## src/io_port_pkg.sv

```systemverilog
// Constants, register map and helpers shared by the programmable I/O ports
package io_port_pkg;

	localparam int WIDE_PINS = 8;
	localparam int NARROW_PINS = 3;
	localparam int ADDR_BITS = 4;
	localparam int DATA_BITS = 8;

	// Host address is {port index, register index}
	localparam logic [1:0] PORT_FIRST = 2'h0;
	localparam logic [1:0] PORT_SECOND = 2'h1;
	localparam logic [1:0] PORT_THIRD = 2'h2;

	localparam logic [1:0] REG_PIN_INPUT = 2'h0;
	localparam logic [1:0] REG_OUTPUT_VALUE = 2'h1;
	localparam logic [1:0] REG_PIN_DIRECTION = 2'h2;
	localparam logic [1:0] REG_DRIVER_STYLE = 2'h3;

	localparam logic [7:0] RESET_WIDE = 8'h00;
	localparam logic [2:0] RESET_NARROW = 3'h0;
	localparam logic [7:0] READ_UNMAPPED = 8'h00;

	// Driver style bit meaning per port
	localparam logic [7:0] FIRST_SLEW_MASK = 8'h0f;
	localparam logic [7:0] FIRST_OPEN_DRAIN_MASK = 8'hf0;
	localparam logic [7:0] SECOND_OPEN_DRAIN_MASK = 8'hff;
	localparam logic [2:0] THIRD_SLEW_MASK = 3'h7;
	localparam logic [2:0] NO_OPEN_DRAIN_NARROW = 3'h0;

	// Pins of the second port shared with the programming port
	localparam int JTAG_MODE_SEL_BIT = 0;
	localparam int JTAG_CLOCK_BIT = 1;
	localparam int JTAG_DATA_IN_BIT = 2;
	localparam int JTAG_DATA_OUT_BIT = 3;
	localparam logic [7:0] JTAG_INPUT_MASK = 8'h07;
	localparam logic [7:0] JTAG_OUTPUT_MASK = 8'h08;

	typedef enum logic {
		macrocell_pass,
		macrocell_register
	} input_macrocell_mode_type;

	function automatic logic reg_hit(
		input logic [ADDR_BITS-1:0] addr,
		input logic [1:0] port,
		input logic [1:0] index
	);
		reg_hit = (addr == {port, index});
	endfunction : reg_hit

	function automatic logic [DATA_BITS-1:0] widen3(input logic [2:0] v);
		widen3 = {5'h00, v};
	endfunction : widen3

endpackage : io_port_pkg

```

## src/io_port_block.sv

```systemverilog
// Three programmable I/O ports with host configuration registers
`timescale 1ns/1ps
// Functional notes
// Pin input register reads the real pin level, whoever drives it.
// Bit n of every port register belongs to pin n of that port.
// Host-controlled output pins drive the stored output value bit.
// Pins driven by the logic array ignore the stored output value.
// Direction 1 means output, 0 means input; all pins start as inputs.
// Pin is output when direction bit or logic enable term is 1.
// Only the low three direction bits of the three-pin port act.
// Style bit 1 on an open-drain capable pin selects open drain.
// Style bit 1 on a slew-capable pin selects fast slew.
// First port: style bits 3..0 slew, bits 7..4 open drain.
// Logic outputs float when enable term and direction bit are 0.
// Host never sets direction on a pin used as a logic input.
// Logic sources: groups A/B, group B, and external selects.
// Eight-pin port inputs go through input macrocells; third port direct.
// Programming pins live on the second port and can be shared.
// All port configuration registers reset to zero.
// Output value register is writable and readable at any time.
// Every pin of the second port supports open drain.
// Pin driver enable is logic enable term ORed with direction bit.
// Writes captured on the write strobe; registers 8 bits, unused read 0.
module io_port_block (
	input wire logic mclk,
	input wire logic rst_n,
	input wire logic host_cs,
	input wire logic host_wr,
	input wire logic host_rd,
	input wire logic [io_port_pkg::ADDR_BITS-1:0] host_addr,
	input wire logic [io_port_pkg::DATA_BITS-1:0] host_wdata,
	output logic [io_port_pkg::DATA_BITS-1:0] host_rdata,
	input wire logic [7:0] first_pin_in,
	output logic [7:0] first_pin_out,
	output logic [7:0] first_pin_oe,
	output logic [3:0] first_fast_slew,
	input wire logic [7:0] second_pin_in,
	output logic [7:0] second_pin_out,
	output logic [7:0] second_pin_oe,
	input wire logic [2:0] third_pin_in,
	output logic [2:0] third_pin_out,
	output logic [2:0] third_pin_oe,
	output logic [2:0] third_fast_slew,
	input wire logic [7:0] macrocell_group_a,
	input wire logic [7:0] macrocell_group_b,
	input wire logic [7:0] first_use_group_b,
	input wire logic [7:0] first_logic_sel,
	input wire logic [7:0] first_logic_oe,
	input wire logic [7:0] second_logic_sel,
	input wire logic [7:0] second_logic_oe,
	input wire logic [2:0] external_select_outputs,
	input wire logic [2:0] third_logic_sel,
	input wire logic [2:0] third_logic_oe,
	input wire io_port_pkg::input_macrocell_mode_type input_macrocell_mode,
	input wire logic macrocell_capture_low,
	input wire logic macrocell_capture_high,
	output logic [7:0] first_logic_in,
	output logic [7:0] second_logic_in,
	output logic [2:0] third_logic_in,
	input wire logic jtag_enable,
	input wire logic jtag_data_out,
	output logic jtag_mode_sel,
	output logic jtag_clock,
	output logic jtag_data_in
);
	// Configuration registers, one set per port
	logic [7:0] first_output_value;
	logic [7:0] first_direction;
	logic [7:0] first_style;
	logic [7:0] second_output_value;
	logic [7:0] second_direction;
	logic [7:0] second_style;
	logic [2:0] third_output_value;
	logic [2:0] third_direction;
	logic [2:0] third_style;

	// Strobe capture
	logic wr_q;
	logic [io_port_pkg::ADDR_BITS-1:0] wr_addr;
	logic [io_port_pkg::DATA_BITS-1:0] wr_data;
	logic wr_take;

	// Driver results before the output flops
	logic [7:0] first_src;
	logic [7:0] next_first_out;
	logic [7:0] next_first_oe;
	logic [7:0] second_sel;
	logic [7:0] second_val;
	logic [7:0] second_oe_term;
	logic [7:0] next_second_out;
	logic [7:0] next_second_oe;
	logic [2:0] next_third_out;
	logic [2:0] next_third_oe;
	logic [io_port_pkg::DATA_BITS-1:0] next_rdata;

	// Address and data are held while the strobe is high; the write lands
	// on the trailing edge so a slow host never races its own data bus
	always_ff @(posedge mclk) begin
		if (!rst_n) begin
			wr_q <= 1'b0;
			wr_addr <= '0;
			wr_data <= '0;
		end else begin
			wr_q <= host_wr & host_cs;
			if (host_wr && host_cs) begin
				wr_addr <= host_addr;
				wr_data <= host_wdata;
			end
		end
	end

	assign wr_take = wr_q & ~(host_wr & host_cs);

	always_ff @(posedge mclk) begin
		if (!rst_n) begin
			first_output_value <= io_port_pkg::RESET_WIDE;
			first_direction <= io_port_pkg::RESET_WIDE;
			first_style <= io_port_pkg::RESET_WIDE;
		end else if (wr_take) begin
			if (io_port_pkg::reg_hit(wr_addr, io_port_pkg::PORT_FIRST,
					io_port_pkg::REG_OUTPUT_VALUE)) begin
				first_output_value <= wr_data;
			end else if (io_port_pkg::reg_hit(wr_addr,
					io_port_pkg::PORT_FIRST,
					io_port_pkg::REG_PIN_DIRECTION)) begin
				first_direction <= wr_data;
			end else if (io_port_pkg::reg_hit(wr_addr,
					io_port_pkg::PORT_FIRST,
					io_port_pkg::REG_DRIVER_STYLE)) begin
				first_style <= wr_data;
			end
		end
	end

	always_ff @(posedge mclk) begin
		if (!rst_n) begin
			second_output_value <= io_port_pkg::RESET_WIDE;
			second_direction <= io_port_pkg::RESET_WIDE;
			second_style <= io_port_pkg::RESET_WIDE;
		end else if (wr_take) begin
			if (io_port_pkg::reg_hit(wr_addr, io_port_pkg::PORT_SECOND,
					io_port_pkg::REG_OUTPUT_VALUE)) begin
				second_output_value <= wr_data;
			end else if (io_port_pkg::reg_hit(wr_addr,
					io_port_pkg::PORT_SECOND,
					io_port_pkg::REG_PIN_DIRECTION)) begin
				second_direction <= wr_data;
			end else if (io_port_pkg::reg_hit(wr_addr,
					io_port_pkg::PORT_SECOND,
					io_port_pkg::REG_DRIVER_STYLE)) begin
				second_style <= wr_data;
			end
		end
	end

	// Only three pins exist, so only three bits of each register are kept
	always_ff @(posedge mclk) begin
		if (!rst_n) begin
			third_output_value <= io_port_pkg::RESET_NARROW;
			third_direction <= io_port_pkg::RESET_NARROW;
			third_style <= io_port_pkg::RESET_NARROW;
		end else if (wr_take) begin
			if (io_port_pkg::reg_hit(wr_addr, io_port_pkg::PORT_THIRD,
					io_port_pkg::REG_OUTPUT_VALUE)) begin
				third_output_value <= wr_data[2:0];
			end else if (io_port_pkg::reg_hit(wr_addr,
					io_port_pkg::PORT_THIRD,
					io_port_pkg::REG_PIN_DIRECTION)) begin
				third_direction <= wr_data[2:0];
			end else if (io_port_pkg::reg_hit(wr_addr,
					io_port_pkg::PORT_THIRD,
					io_port_pkg::REG_DRIVER_STYLE)) begin
				third_style <= wr_data[2:0];
			end
		end
	end

	// Read mux; pin input reads the pins themselves, not the drive values
	always_comb begin
		next_rdata = io_port_pkg::READ_UNMAPPED;
		if (io_port_pkg::reg_hit(host_addr, io_port_pkg::PORT_FIRST,
				io_port_pkg::REG_PIN_INPUT)) begin
			next_rdata = first_pin_in;
		end else if (io_port_pkg::reg_hit(host_addr,
				io_port_pkg::PORT_FIRST,
				io_port_pkg::REG_OUTPUT_VALUE)) begin
			next_rdata = first_output_value;
		end else if (io_port_pkg::reg_hit(host_addr,
				io_port_pkg::PORT_FIRST,
				io_port_pkg::REG_PIN_DIRECTION)) begin
			next_rdata = first_direction;
		end else if (io_port_pkg::reg_hit(host_addr,
				io_port_pkg::PORT_FIRST,
				io_port_pkg::REG_DRIVER_STYLE)) begin
			next_rdata = first_style;
		end else if (io_port_pkg::reg_hit(host_addr,
				io_port_pkg::PORT_SECOND,
				io_port_pkg::REG_PIN_INPUT)) begin
			next_rdata = second_pin_in;
		end else if (io_port_pkg::reg_hit(host_addr,
				io_port_pkg::PORT_SECOND,
				io_port_pkg::REG_OUTPUT_VALUE)) begin
			next_rdata = second_output_value;
		end else if (io_port_pkg::reg_hit(host_addr,
				io_port_pkg::PORT_SECOND,
				io_port_pkg::REG_PIN_DIRECTION)) begin
			next_rdata = second_direction;
		end else if (io_port_pkg::reg_hit(host_addr,
				io_port_pkg::PORT_SECOND,
				io_port_pkg::REG_DRIVER_STYLE)) begin
			next_rdata = second_style;
		end else if (io_port_pkg::reg_hit(host_addr,
				io_port_pkg::PORT_THIRD,
				io_port_pkg::REG_PIN_INPUT)) begin
			next_rdata = io_port_pkg::widen3(third_pin_in);
		end else if (io_port_pkg::reg_hit(host_addr,
				io_port_pkg::PORT_THIRD,
				io_port_pkg::REG_OUTPUT_VALUE)) begin
			next_rdata = io_port_pkg::widen3(third_output_value);
		end else if (io_port_pkg::reg_hit(host_addr,
				io_port_pkg::PORT_THIRD,
				io_port_pkg::REG_PIN_DIRECTION)) begin
			next_rdata = io_port_pkg::widen3(third_direction);
		end else if (io_port_pkg::reg_hit(host_addr,
				io_port_pkg::PORT_THIRD,
				io_port_pkg::REG_DRIVER_STYLE)) begin
			next_rdata = io_port_pkg::widen3(third_style);
		end
	end

	always_ff @(posedge mclk) begin
		if (!rst_n) begin
			host_rdata <= io_port_pkg::READ_UNMAPPED;
		end else if (host_cs && host_rd) begin
			host_rdata <= next_rdata;
		end else begin
			host_rdata <= io_port_pkg::READ_UNMAPPED;
		end
	end

	// First port takes group A, or group B where a pin asks for it
	assign first_src = (macrocell_group_a & ~first_use_group_b)
		| (macrocell_group_b & first_use_group_b);

	// Programming port borrows four pins of the second port only while
	// enabled; the rest stay ordinary I/O
	assign second_sel = jtag_enable ?
		(second_logic_sel | io_port_pkg::JTAG_OUTPUT_MASK)
		& ~io_port_pkg::JTAG_INPUT_MASK : second_logic_sel;
	assign second_val = jtag_enable ?
		(macrocell_group_b & ~io_port_pkg::JTAG_OUTPUT_MASK)
		| ({8{jtag_data_out}} & io_port_pkg::JTAG_OUTPUT_MASK)
		: macrocell_group_b;
	assign second_oe_term = jtag_enable ?
		(second_logic_oe | io_port_pkg::JTAG_OUTPUT_MASK)
		: second_logic_oe;

	port_pin_driver #(
		.PINS(io_port_pkg::WIDE_PINS)
	) first_driver (
		.output_value(first_output_value),
		.pin_direction(first_direction),
		.open_drain(first_style & io_port_pkg::FIRST_OPEN_DRAIN_MASK),
		.logic_sel(first_logic_sel),
		.logic_value(first_src),
		.logic_oe(first_logic_oe),
		.next_pin_out(next_first_out),
		.next_pin_oe(next_first_oe)
	);

	port_pin_driver #(
		.PINS(io_port_pkg::WIDE_PINS)
	) second_driver (
		.output_value(second_output_value),
		.pin_direction(second_direction),
		.open_drain(second_style & io_port_pkg::SECOND_OPEN_DRAIN_MASK),
		.logic_sel(second_sel),
		.logic_value(second_val),
		.logic_oe(second_oe_term),
		.next_pin_out(next_second_out),
		.next_pin_oe(next_second_oe)
	);

	port_pin_driver #(
		.PINS(io_port_pkg::NARROW_PINS)
	) third_driver (
		.output_value(third_output_value),
		.pin_direction(third_direction),
		.open_drain(io_port_pkg::NO_OPEN_DRAIN_NARROW),
		.logic_sel(third_logic_sel),
		.logic_value(external_select_outputs),
		.logic_oe(third_logic_oe),
		.next_pin_out(next_third_out),
		.next_pin_oe(next_third_oe)
	);

	// Pin drive is registered so every pin changes on a clean edge
	always_ff @(posedge mclk) begin
		if (!rst_n) begin
			first_pin_out <= '0;
			first_pin_oe <= '0;
			second_pin_out <= '0;
			second_pin_oe <= '0;
			third_pin_out <= '0;
			third_pin_oe <= '0;
			first_fast_slew <= '0;
			third_fast_slew <= '0;
		end else begin
			first_pin_out <= next_first_out;
			first_pin_oe <= next_first_oe;
			second_pin_out <= next_second_out;
			second_pin_oe <= next_second_oe;
			third_pin_out <= next_third_out;
			third_pin_oe <= next_third_oe;
			first_fast_slew <= first_style[3:0]
				& io_port_pkg::FIRST_SLEW_MASK[3:0];
			third_fast_slew <= third_style
				& io_port_pkg::THIRD_SLEW_MASK;
		end
	end

	// Input macrocells: pass through, or capture per nibble on a term
	always_ff @(posedge mclk) begin
		if (!rst_n) begin
			first_logic_in <= '0;
			second_logic_in <= '0;
		end else if (input_macrocell_mode == io_port_pkg::macrocell_pass) begin
			first_logic_in <= first_pin_in;
			second_logic_in <= second_pin_in;
		end else begin
			if (macrocell_capture_low) begin
				first_logic_in[3:0] <= first_pin_in[3:0];
				second_logic_in[3:0] <= second_pin_in[3:0];
			end
			if (macrocell_capture_high) begin
				first_logic_in[7:4] <= first_pin_in[7:4];
				second_logic_in[7:4] <= second_pin_in[7:4];
			end
		end
	end

	// Third port has no input macrocell; one flop only to meet output timing
	always_ff @(posedge mclk) begin
		if (!rst_n) begin
			third_logic_in <= '0;
			jtag_mode_sel <= 1'b0;
			jtag_clock <= 1'b0;
			jtag_data_in <= 1'b0;
		end else begin
			third_logic_in <= third_pin_in;
			jtag_mode_sel <= jtag_enable
				& second_pin_in[io_port_pkg::JTAG_MODE_SEL_BIT];
			jtag_clock <= jtag_enable
				& second_pin_in[io_port_pkg::JTAG_CLOCK_BIT];
			jtag_data_in <= jtag_enable
				& second_pin_in[io_port_pkg::JTAG_DATA_IN_BIT];
		end
	end

endmodule : io_port_block

```

## src/port_pin_driver.sv

```systemverilog
// Per-port output selection, enable and open-drain shaping
`timescale 1ns/1ps
module port_pin_driver #(
	parameter int PINS = 8
) (
	input wire logic [PINS-1:0] output_value,
	input wire logic [PINS-1:0] pin_direction,
	input wire logic [PINS-1:0] open_drain,
	input wire logic [PINS-1:0] logic_sel,
	input wire logic [PINS-1:0] logic_value,
	input wire logic [PINS-1:0] logic_oe,
	output logic [PINS-1:0] next_pin_out,
	output logic [PINS-1:0] next_pin_oe
);
	logic [PINS-1:0] value;
	logic [PINS-1:0] enable;

	always_comb begin
		// Logic-driven pins take the array value, not the stored data
		value = (logic_sel & logic_value) | (~logic_sel & output_value);
		// Direction bit ORed with the array enable term
		enable = pin_direction | (logic_sel & logic_oe);
		// Open drain only pulls low; a high is left to the pull-up
		next_pin_out = value & ~open_drain;
		next_pin_oe = enable & ~(open_drain & value);
	end

endmodule : port_pin_driver

```

## config.mk

```make
export PLATFORM = sky130hd
export DESIGN_NAME = io_port_block
export DESIGN_NICKNAME = d
export VERILOG_FILES = /design/src/io_port_pkg.sv /design/src/io_port_block.sv /design/src/port_pin_driver.sv
export SDC_FILE = /design/constraint.sdc
export NUM_CORES = 1
export LEC_CHECK = 0
export ABC_AREA = 0
export BUFFER_PORTS_ARGS = -buffer_cell sky130_fd_sc_hd__buf_2
export CORE_MARGIN = 3
export CORE_UTILIZATION = 50
export CTS_BUF_LIST = sky130_fd_sc_hd__clkbuf_2 sky130_fd_sc_hd__clkbuf_4 sky130_fd_sc_hd__clkbuf_8
export DETAILED_ROUTE_END_ITERATION = 10
export GPL_TIMING_DRIVEN = 0
export PLACE_DENSITY = 0.78
export SETUP_SLACK_MARGIN = 0.05
export SYNTH_ARGS = -nofsm -noshare
export SYNTH_HDL_FRONTEND = slang
export SYNTH_SLANG_ARGS = --single-unit
```

## constraint.sdc

```tcl
create_clock -name mclk -period 3.2 [get_ports mclk]
set_clock_uncertainty 0.15 [all_clocks]
set_input_delay 0.32 -clock mclk [delete_from_list [all_inputs] [get_ports mclk]]
set_output_delay 0.32 -clock mclk [all_outputs]
set_load 0.01 [all_outputs]
```

# Word level (Yosys, flattened, before mapping)
# Cells that the tools add are included.
# Widths: inputs -> output; s select.
# totals
regBits,145
inputBits,106
output_inout_bits,75
word_cells,130
# classes
eq_ne,22
n_mux,21
bitwise_logic,45
n_reduce_logical,13
# op_table
cell,count
$and 8x8->8,14
$mux 8,11
$not 8->8,7
$or 8x8->8,5
$eq 4x3->1 const B,7
$eq 4x4->1 const B,7
$mux 4,6
$eq 4x2->1 const B,4
$mux 3,4
$reduce_and 4->1,3
$and 3x3->3,3
$reduce_and 3->1,3
$eq 4x1->1 const B,2
$or 8x4->8,1
$reduce_and 2->1,4
$not 1->1,7
$or 3x3->3,2
$and 1x1->1,5
$logic_not 4->1,1
$ne 2x1->1 const B,2
$not 3->3,1
$logic_and 1x1->1,2

# Logic depth before layout (Yosys ltp)
# logic_depth
word_depth,13
ltp_mapped,7
depth_no_buf,4

# By module
# Synthesis repeated with hierarchy kept, for this count alone.
# unflattened
cells_unflattened,673
hier_area_um2,6616.3
# modules_own_cells
module,n_inst,cells_per_inst,area_per_inst_um2,seq_area_each_um2
io_port_block,1,578,5903.2,2902.8
port_pin_driver at first_driver ...,2,40,300.3,0.0
port_pin_driver at third_driver,1,15,112.6,0.0

# Worst setup path after synthesis
# No wires, ideal clock.
# synth_timing
path_kind,input -> register
startpoint,input port host_addr[0] in the netlist's numbering
endpoint,register host_rdata[2] in the netlist's numbering
setup_time_ns,0.124
arrival_ns,1.293
required_time_ns,2.926
path_slack_ns,1.634
cell_stages,5
n_path_buf,1
cell_sequence,buf_4 mux4_2 and2_1 o32ai_1 a21oi_1
# synth_via
elab_chain_cells,13
word_cells_on_any_way,24
classes_between,11 x eq/ne; 12 x mux; 1 x reduce/logical
# synth_lines
element,line_no,text
"start, declared",io_port_block.sv:30,"input wire logic [io_port_pkg::ADDR_BITS-1:0] host_addr,"
$eq 4x4->1,io_port_pkg.sv:48,"reg_hit = (addr == {port, index});"
$mux 3,io_port_block.sv:224,"end else if (io_port_pkg::reg_hit(host_addr,"
$mux 3,io_port_block.sv:220,"end else if (io_port_pkg::reg_hit(host_addr,"
$mux 3,io_port_block.sv:216,"end else if (io_port_pkg::reg_hit(host_addr,"
$mux 3,io_port_block.sv:212,"end else if (io_port_pkg::reg_hit(host_addr,"
$mux 8,io_port_block.sv:208,"end else if (io_port_pkg::reg_hit(host_addr,"
$mux 8,io_port_block.sv:204,"end else if (io_port_pkg::reg_hit(host_addr,"
$mux 8,io_port_block.sv:200,"end else if (io_port_pkg::reg_hit(host_addr,"
$mux 8,io_port_block.sv:196,"end else if (io_port_pkg::reg_hit(host_addr,"
$mux 8,io_port_block.sv:192,"end else if (io_port_pkg::reg_hit(host_addr,"
$mux 8,io_port_block.sv:188,"end else if (io_port_pkg::reg_hit(host_addr,"
$mux 8,io_port_block.sv:184,"end else if (io_port_pkg::reg_hit(host_addr,"
$mux 8 *,io_port_block.sv:181,"if (io_port_pkg::reg_hit(host_addr, io_port_pkg::PORT_FIRST,"
"end signal, assigned",io_port_block.sv:233,host_rdata <= io_port_pkg::READ_UNMAPPED;
"end signal, assigned",io_port_block.sv:235,host_rdata <= next_rdata;
"end signal, assigned",io_port_block.sv:237,host_rdata <= io_port_pkg::READ_UNMAPPED;
"end, declared",io_port_block.sv:32,"output logic [io_port_pkg::DATA_BITS-1:0] host_rdata,"
# Every way passes the cells marked *; elsewhere a longest branch is shown, timed or not.
# A chain may end at the register's enable or synchronous reset.

# Final worst setup path
# layout_timing
startpoint,register wr_addr[0] in the netlist's numbering
endpoint,register second_direction[6]
# layout_via
elab_chain_cells,3
word_cells_on_any_way,4
classes_between,2 x eq/ne; 1 x bitwise; 1 x reduce/logical
# layout_lines
element,line_no,text
"start, declared",io_port_block.sv:79,logic [io_port_pkg::ADDR_BITS-1:0] wr_addr;
"start signal, assigned",io_port_block.sv:106,wr_addr <= host_addr;
$eq 4x3->1,io_port_pkg.sv:48,
$not 1->1 (no source line),--,
$reduce_and 3->1 (no source line) *,--,
"end signal, assigned",io_port_block.sv:138,second_direction <= io_port_pkg::RESET_WIDE;
"end signal, assigned",io_port_block.sv:147,second_direction <= wr_data;
"end, declared",io_port_block.sv:71,logic [7:0] second_direction;
# Marks and branches as above.

==> impl_metrics.ini <==
[run_status]
outcome = complete, no violations

[critical_path]
start_kind = flop
r2r_setup_slack_ps = 1300
arrival_ps = 2090
endpoint_kind = flop
cp.required_ps = 3390
crit_fanout = 10
critPathKind = flop to flop

[finish]
multi_input_area_mm2 = 0.00305
area.sequential_mm2 = 0.00290
diodes = 0
nFillCells = 959
fin_nets = 941
stdcell_count = 990
drive_gt1_share_pct = 28.1
areaGrowthSynthToFinish_pct = 29.1

[synthesis]
synth_area_per_cell_um2 = 10.2
synth-edff-count = 0
synth_cells = 604
synthesis.area_mm2 = 0.00616
ys_ff_latch = 145
seq_area_frac_synth_pct = 47.1
async_flop_share_pct = 0
ys.flop_type = dfxtp_1
yosys.cell_types.count = 50
mappedNetlistNets = 710
yosysWarningCount = 0

[route]
dr.pass1.iters = 5
drc = 0
viasPerCell = 5.51
wire_per_inst_um = 18.9
drt_first_iter_violations = 342
vias = 5452
wl_um = 18700
ant_nets = 0

[clock_network]
cts-resized-gates = 0
clk_latency_ps = 450
cts_buffer_depth = 2
numCtsBuffers = 17
cts_tree = built
clock-root-buffer = clkbuf_8
post_cts_buffers = 0
h-tree-depth = 4
clk_pin_slew_ps = 70
cts_hold_buf = 34
clock_sinks = 145

[placement]
gp_congestion = 0.922
post-place-ws_ps = 1300
io_buffer_count = 178
dpl.cell_count = 925
place_hpwl_um = 13700

[global_routing]
grt.total_usage_pct = 27.5
grt_pass1_vias = 5512
antenna_found_initial = 0
grt_remaining_overflow = 0
grt_max_degree = 17
grt_pass1_wl_um = 28300

[timing]
timing.fmax_mhz = 525
final_hold_viol_count = 0
worst_slack_ps = 1300
grt_setup_unrepaired = false
finalCritPeriodShare_pct = 59.5
period_minus_slack_ps = 1900
drv_slew = 0
setup_violations = 0
setup_tns_ps = 0
relSlewSlack_pct = 56.1
timing.hold.ws_ps = 14.6
tightest_slew_ps = 659

[floorplan]
pin_count = 181
start_util_pct = 52.6
core_mm2 = 0.0117
row_count = 39
die_area_mm2 = 0.0137
die_h_um = 117
die_w_um = 117

[pwr]
ir_worst_vdd_v = 0.000274
sw_frac_of_total_pct = 24.2
p_leak_nw = 3.77
clockPowerShare_pct = 37.5
p_seq_share_pct = 50.9
power_mw = 3.68
intPower_mw = 2.79
power.switching_mw = 0.892
combPwrFrac_pct = 11.6
power_density_mw_per_mm2 = 463

[run]
drv_cap = 0

[hold_path]
hold_class = input port to flop
[final cells by class]
type	instances	share of cell area (%)
plain buffers	36	2.24
clock buffers	26	4.11
clock inverters	5	0.661
inverters	7	0.331
multi-input cells	416	38.4
flip-flops and latches	145	36.5
well taps	143	2.25
repair buffers	212	15.5
[sequential cells by signal (all words and copies together) (netlist names), 4 cells and up]
signal,count
first_direction,8
first_fast_slew,4
first_logic_in,8
first_output_value,8
first_pin_oe,8
first_pin_out,8
first_style,8
host_rdata,8
second_direction,8
second_logic_in,8
second_output_value,8
second_pin_oe,8
second_pin_out,8
second_style,8
wr_addr,4
wr_data,8
[layer usage]
| metal | global-route usage [%] | wire length [µm] | vias to the layer above |
|---|---|---|---|
| met4 | 11.7 | 453 | 0 |
| li1 | - | - | 2567 |
| met2 | 45.7 | 8980 | 260 |
| met1 | 34.8 | 7820 | 2589 |
| met3 | 5.86 | 1460 | 36 |
| met5 | 0 | 0 | - |
[cell usage after synthesis, types with 2 or more instances]
cell / instances / area (µm²)
dfxtp_1: 145 / 2900
nor2b_1: 89 / 557
mux2i_1: 88 / 881
nand2_1: 50 / 188
a21oi_1: 26 / 130
clkbuf_1: 25 / 93.8
nor3b_1: 22 / 165
a21boi_1: 18 / 135
and2_1: 13 / 81.3
o21ai_0: 11 / 55.1
nand3_1: 10 / 50.1
mux4_2: 9 / 203
nor2_1: 8 / 30.0
and3b_1: 7 / 61.3
and3_1: 6 / 37.5
buf_2: 6 / 30.0
inv_1: 6 / 22.5
o211a_1: 6 / 60.1
o211ai_1: 6 / 45.0
nand2b_1: 5 / 31.3
nor3_1: 5 / 25.0
a31oi_1: 3 / 18.8
buf_4: 3 / 22.5
nand3_2: 3 / 30.0
nand3b_1: 3 / 22.5
o21ai_1: 3 / 15.0
a21boi_0: 2 / 15.0
a22o_1: 2 / 17.5
a311oi_1: 2 / 17.5
nand4_1: 2 / 12.5
[metrics by stage]
stage          area [µm²]  utilization [%]
3_5_place_dp         7230             61.7
6_report             7950             67.9
5_1_grt              7950             67.9
2_1_floorplan        6160                -
4_1_cts              7950             67.9
3_3_place_gp         7230             61.7
[power groups by stage]
stage	Sequential [mW]	Combinational, mW	Clock [mW]
4_1_cts	1.87	0.422	1.39
3_5_place_dp	1.91	0.388	0
2_1_floorplan	1.93	0.187	0
3_3_place_gp	1.91	0.379	0
5_1_grt	1.88	0.463	1.48
6_report	1.87	0.426	1.38
[kinds of logic after synthesis]
group / Yosys count / synth area share (%)
and+or+nand+nor: 229 / 21.8
DFF: 145 / 47.1
muxes: 97 / 17.6
AOI/OAI and AO/OA: 90 / 10.1
buffers and inverters: 43 / 3.31
[cells in the final DEF, fill, tap and decap left out, drive strengths merged, types with 5 or more instances in the layout]
master and n:
inv 7, o211a 6, clkbuf 51, and2 13, nand3 13, and3b 7, mux2i 88, nor2b 89
a21boi 20, o21ai 14, and3 6, mux4 9, dlygate4sd3 34, nor3 5, buf 189, a21oi 27
nand2b 5, dfxtp 145, nor3b 22, o211ai 6, nand2 51, nor2 8
[path summary, 6_finish.rpt]
check        depth (start not counted)                               end                          from
max                                  5  second_direction[6]$_SDFFE_PN0P_       wr_addr[0]$_SDFFE_PN0P_
min                                  3       third_pin_out[1]$_SDFF_PN0_            third_logic_sel[1]
max reg2reg                          5  second_direction[6]$_SDFFE_PN0P_       wr_addr[0]$_SDFFE_PN0P_
min reg2reg                          1      second_pin_out[0]$_SDFF_PN0_  second_style[0]$_SDFFE_PN0P_
[worst max-delay path: stages (launching register included)]
cell and delay (ps):
dfxtp_1 300, buf_2 180, a211oi_4 500, nand2_2 340
mux2i_1 260, nor2b_1 60
Note: power is estimated with default switching activity, not from simulation.
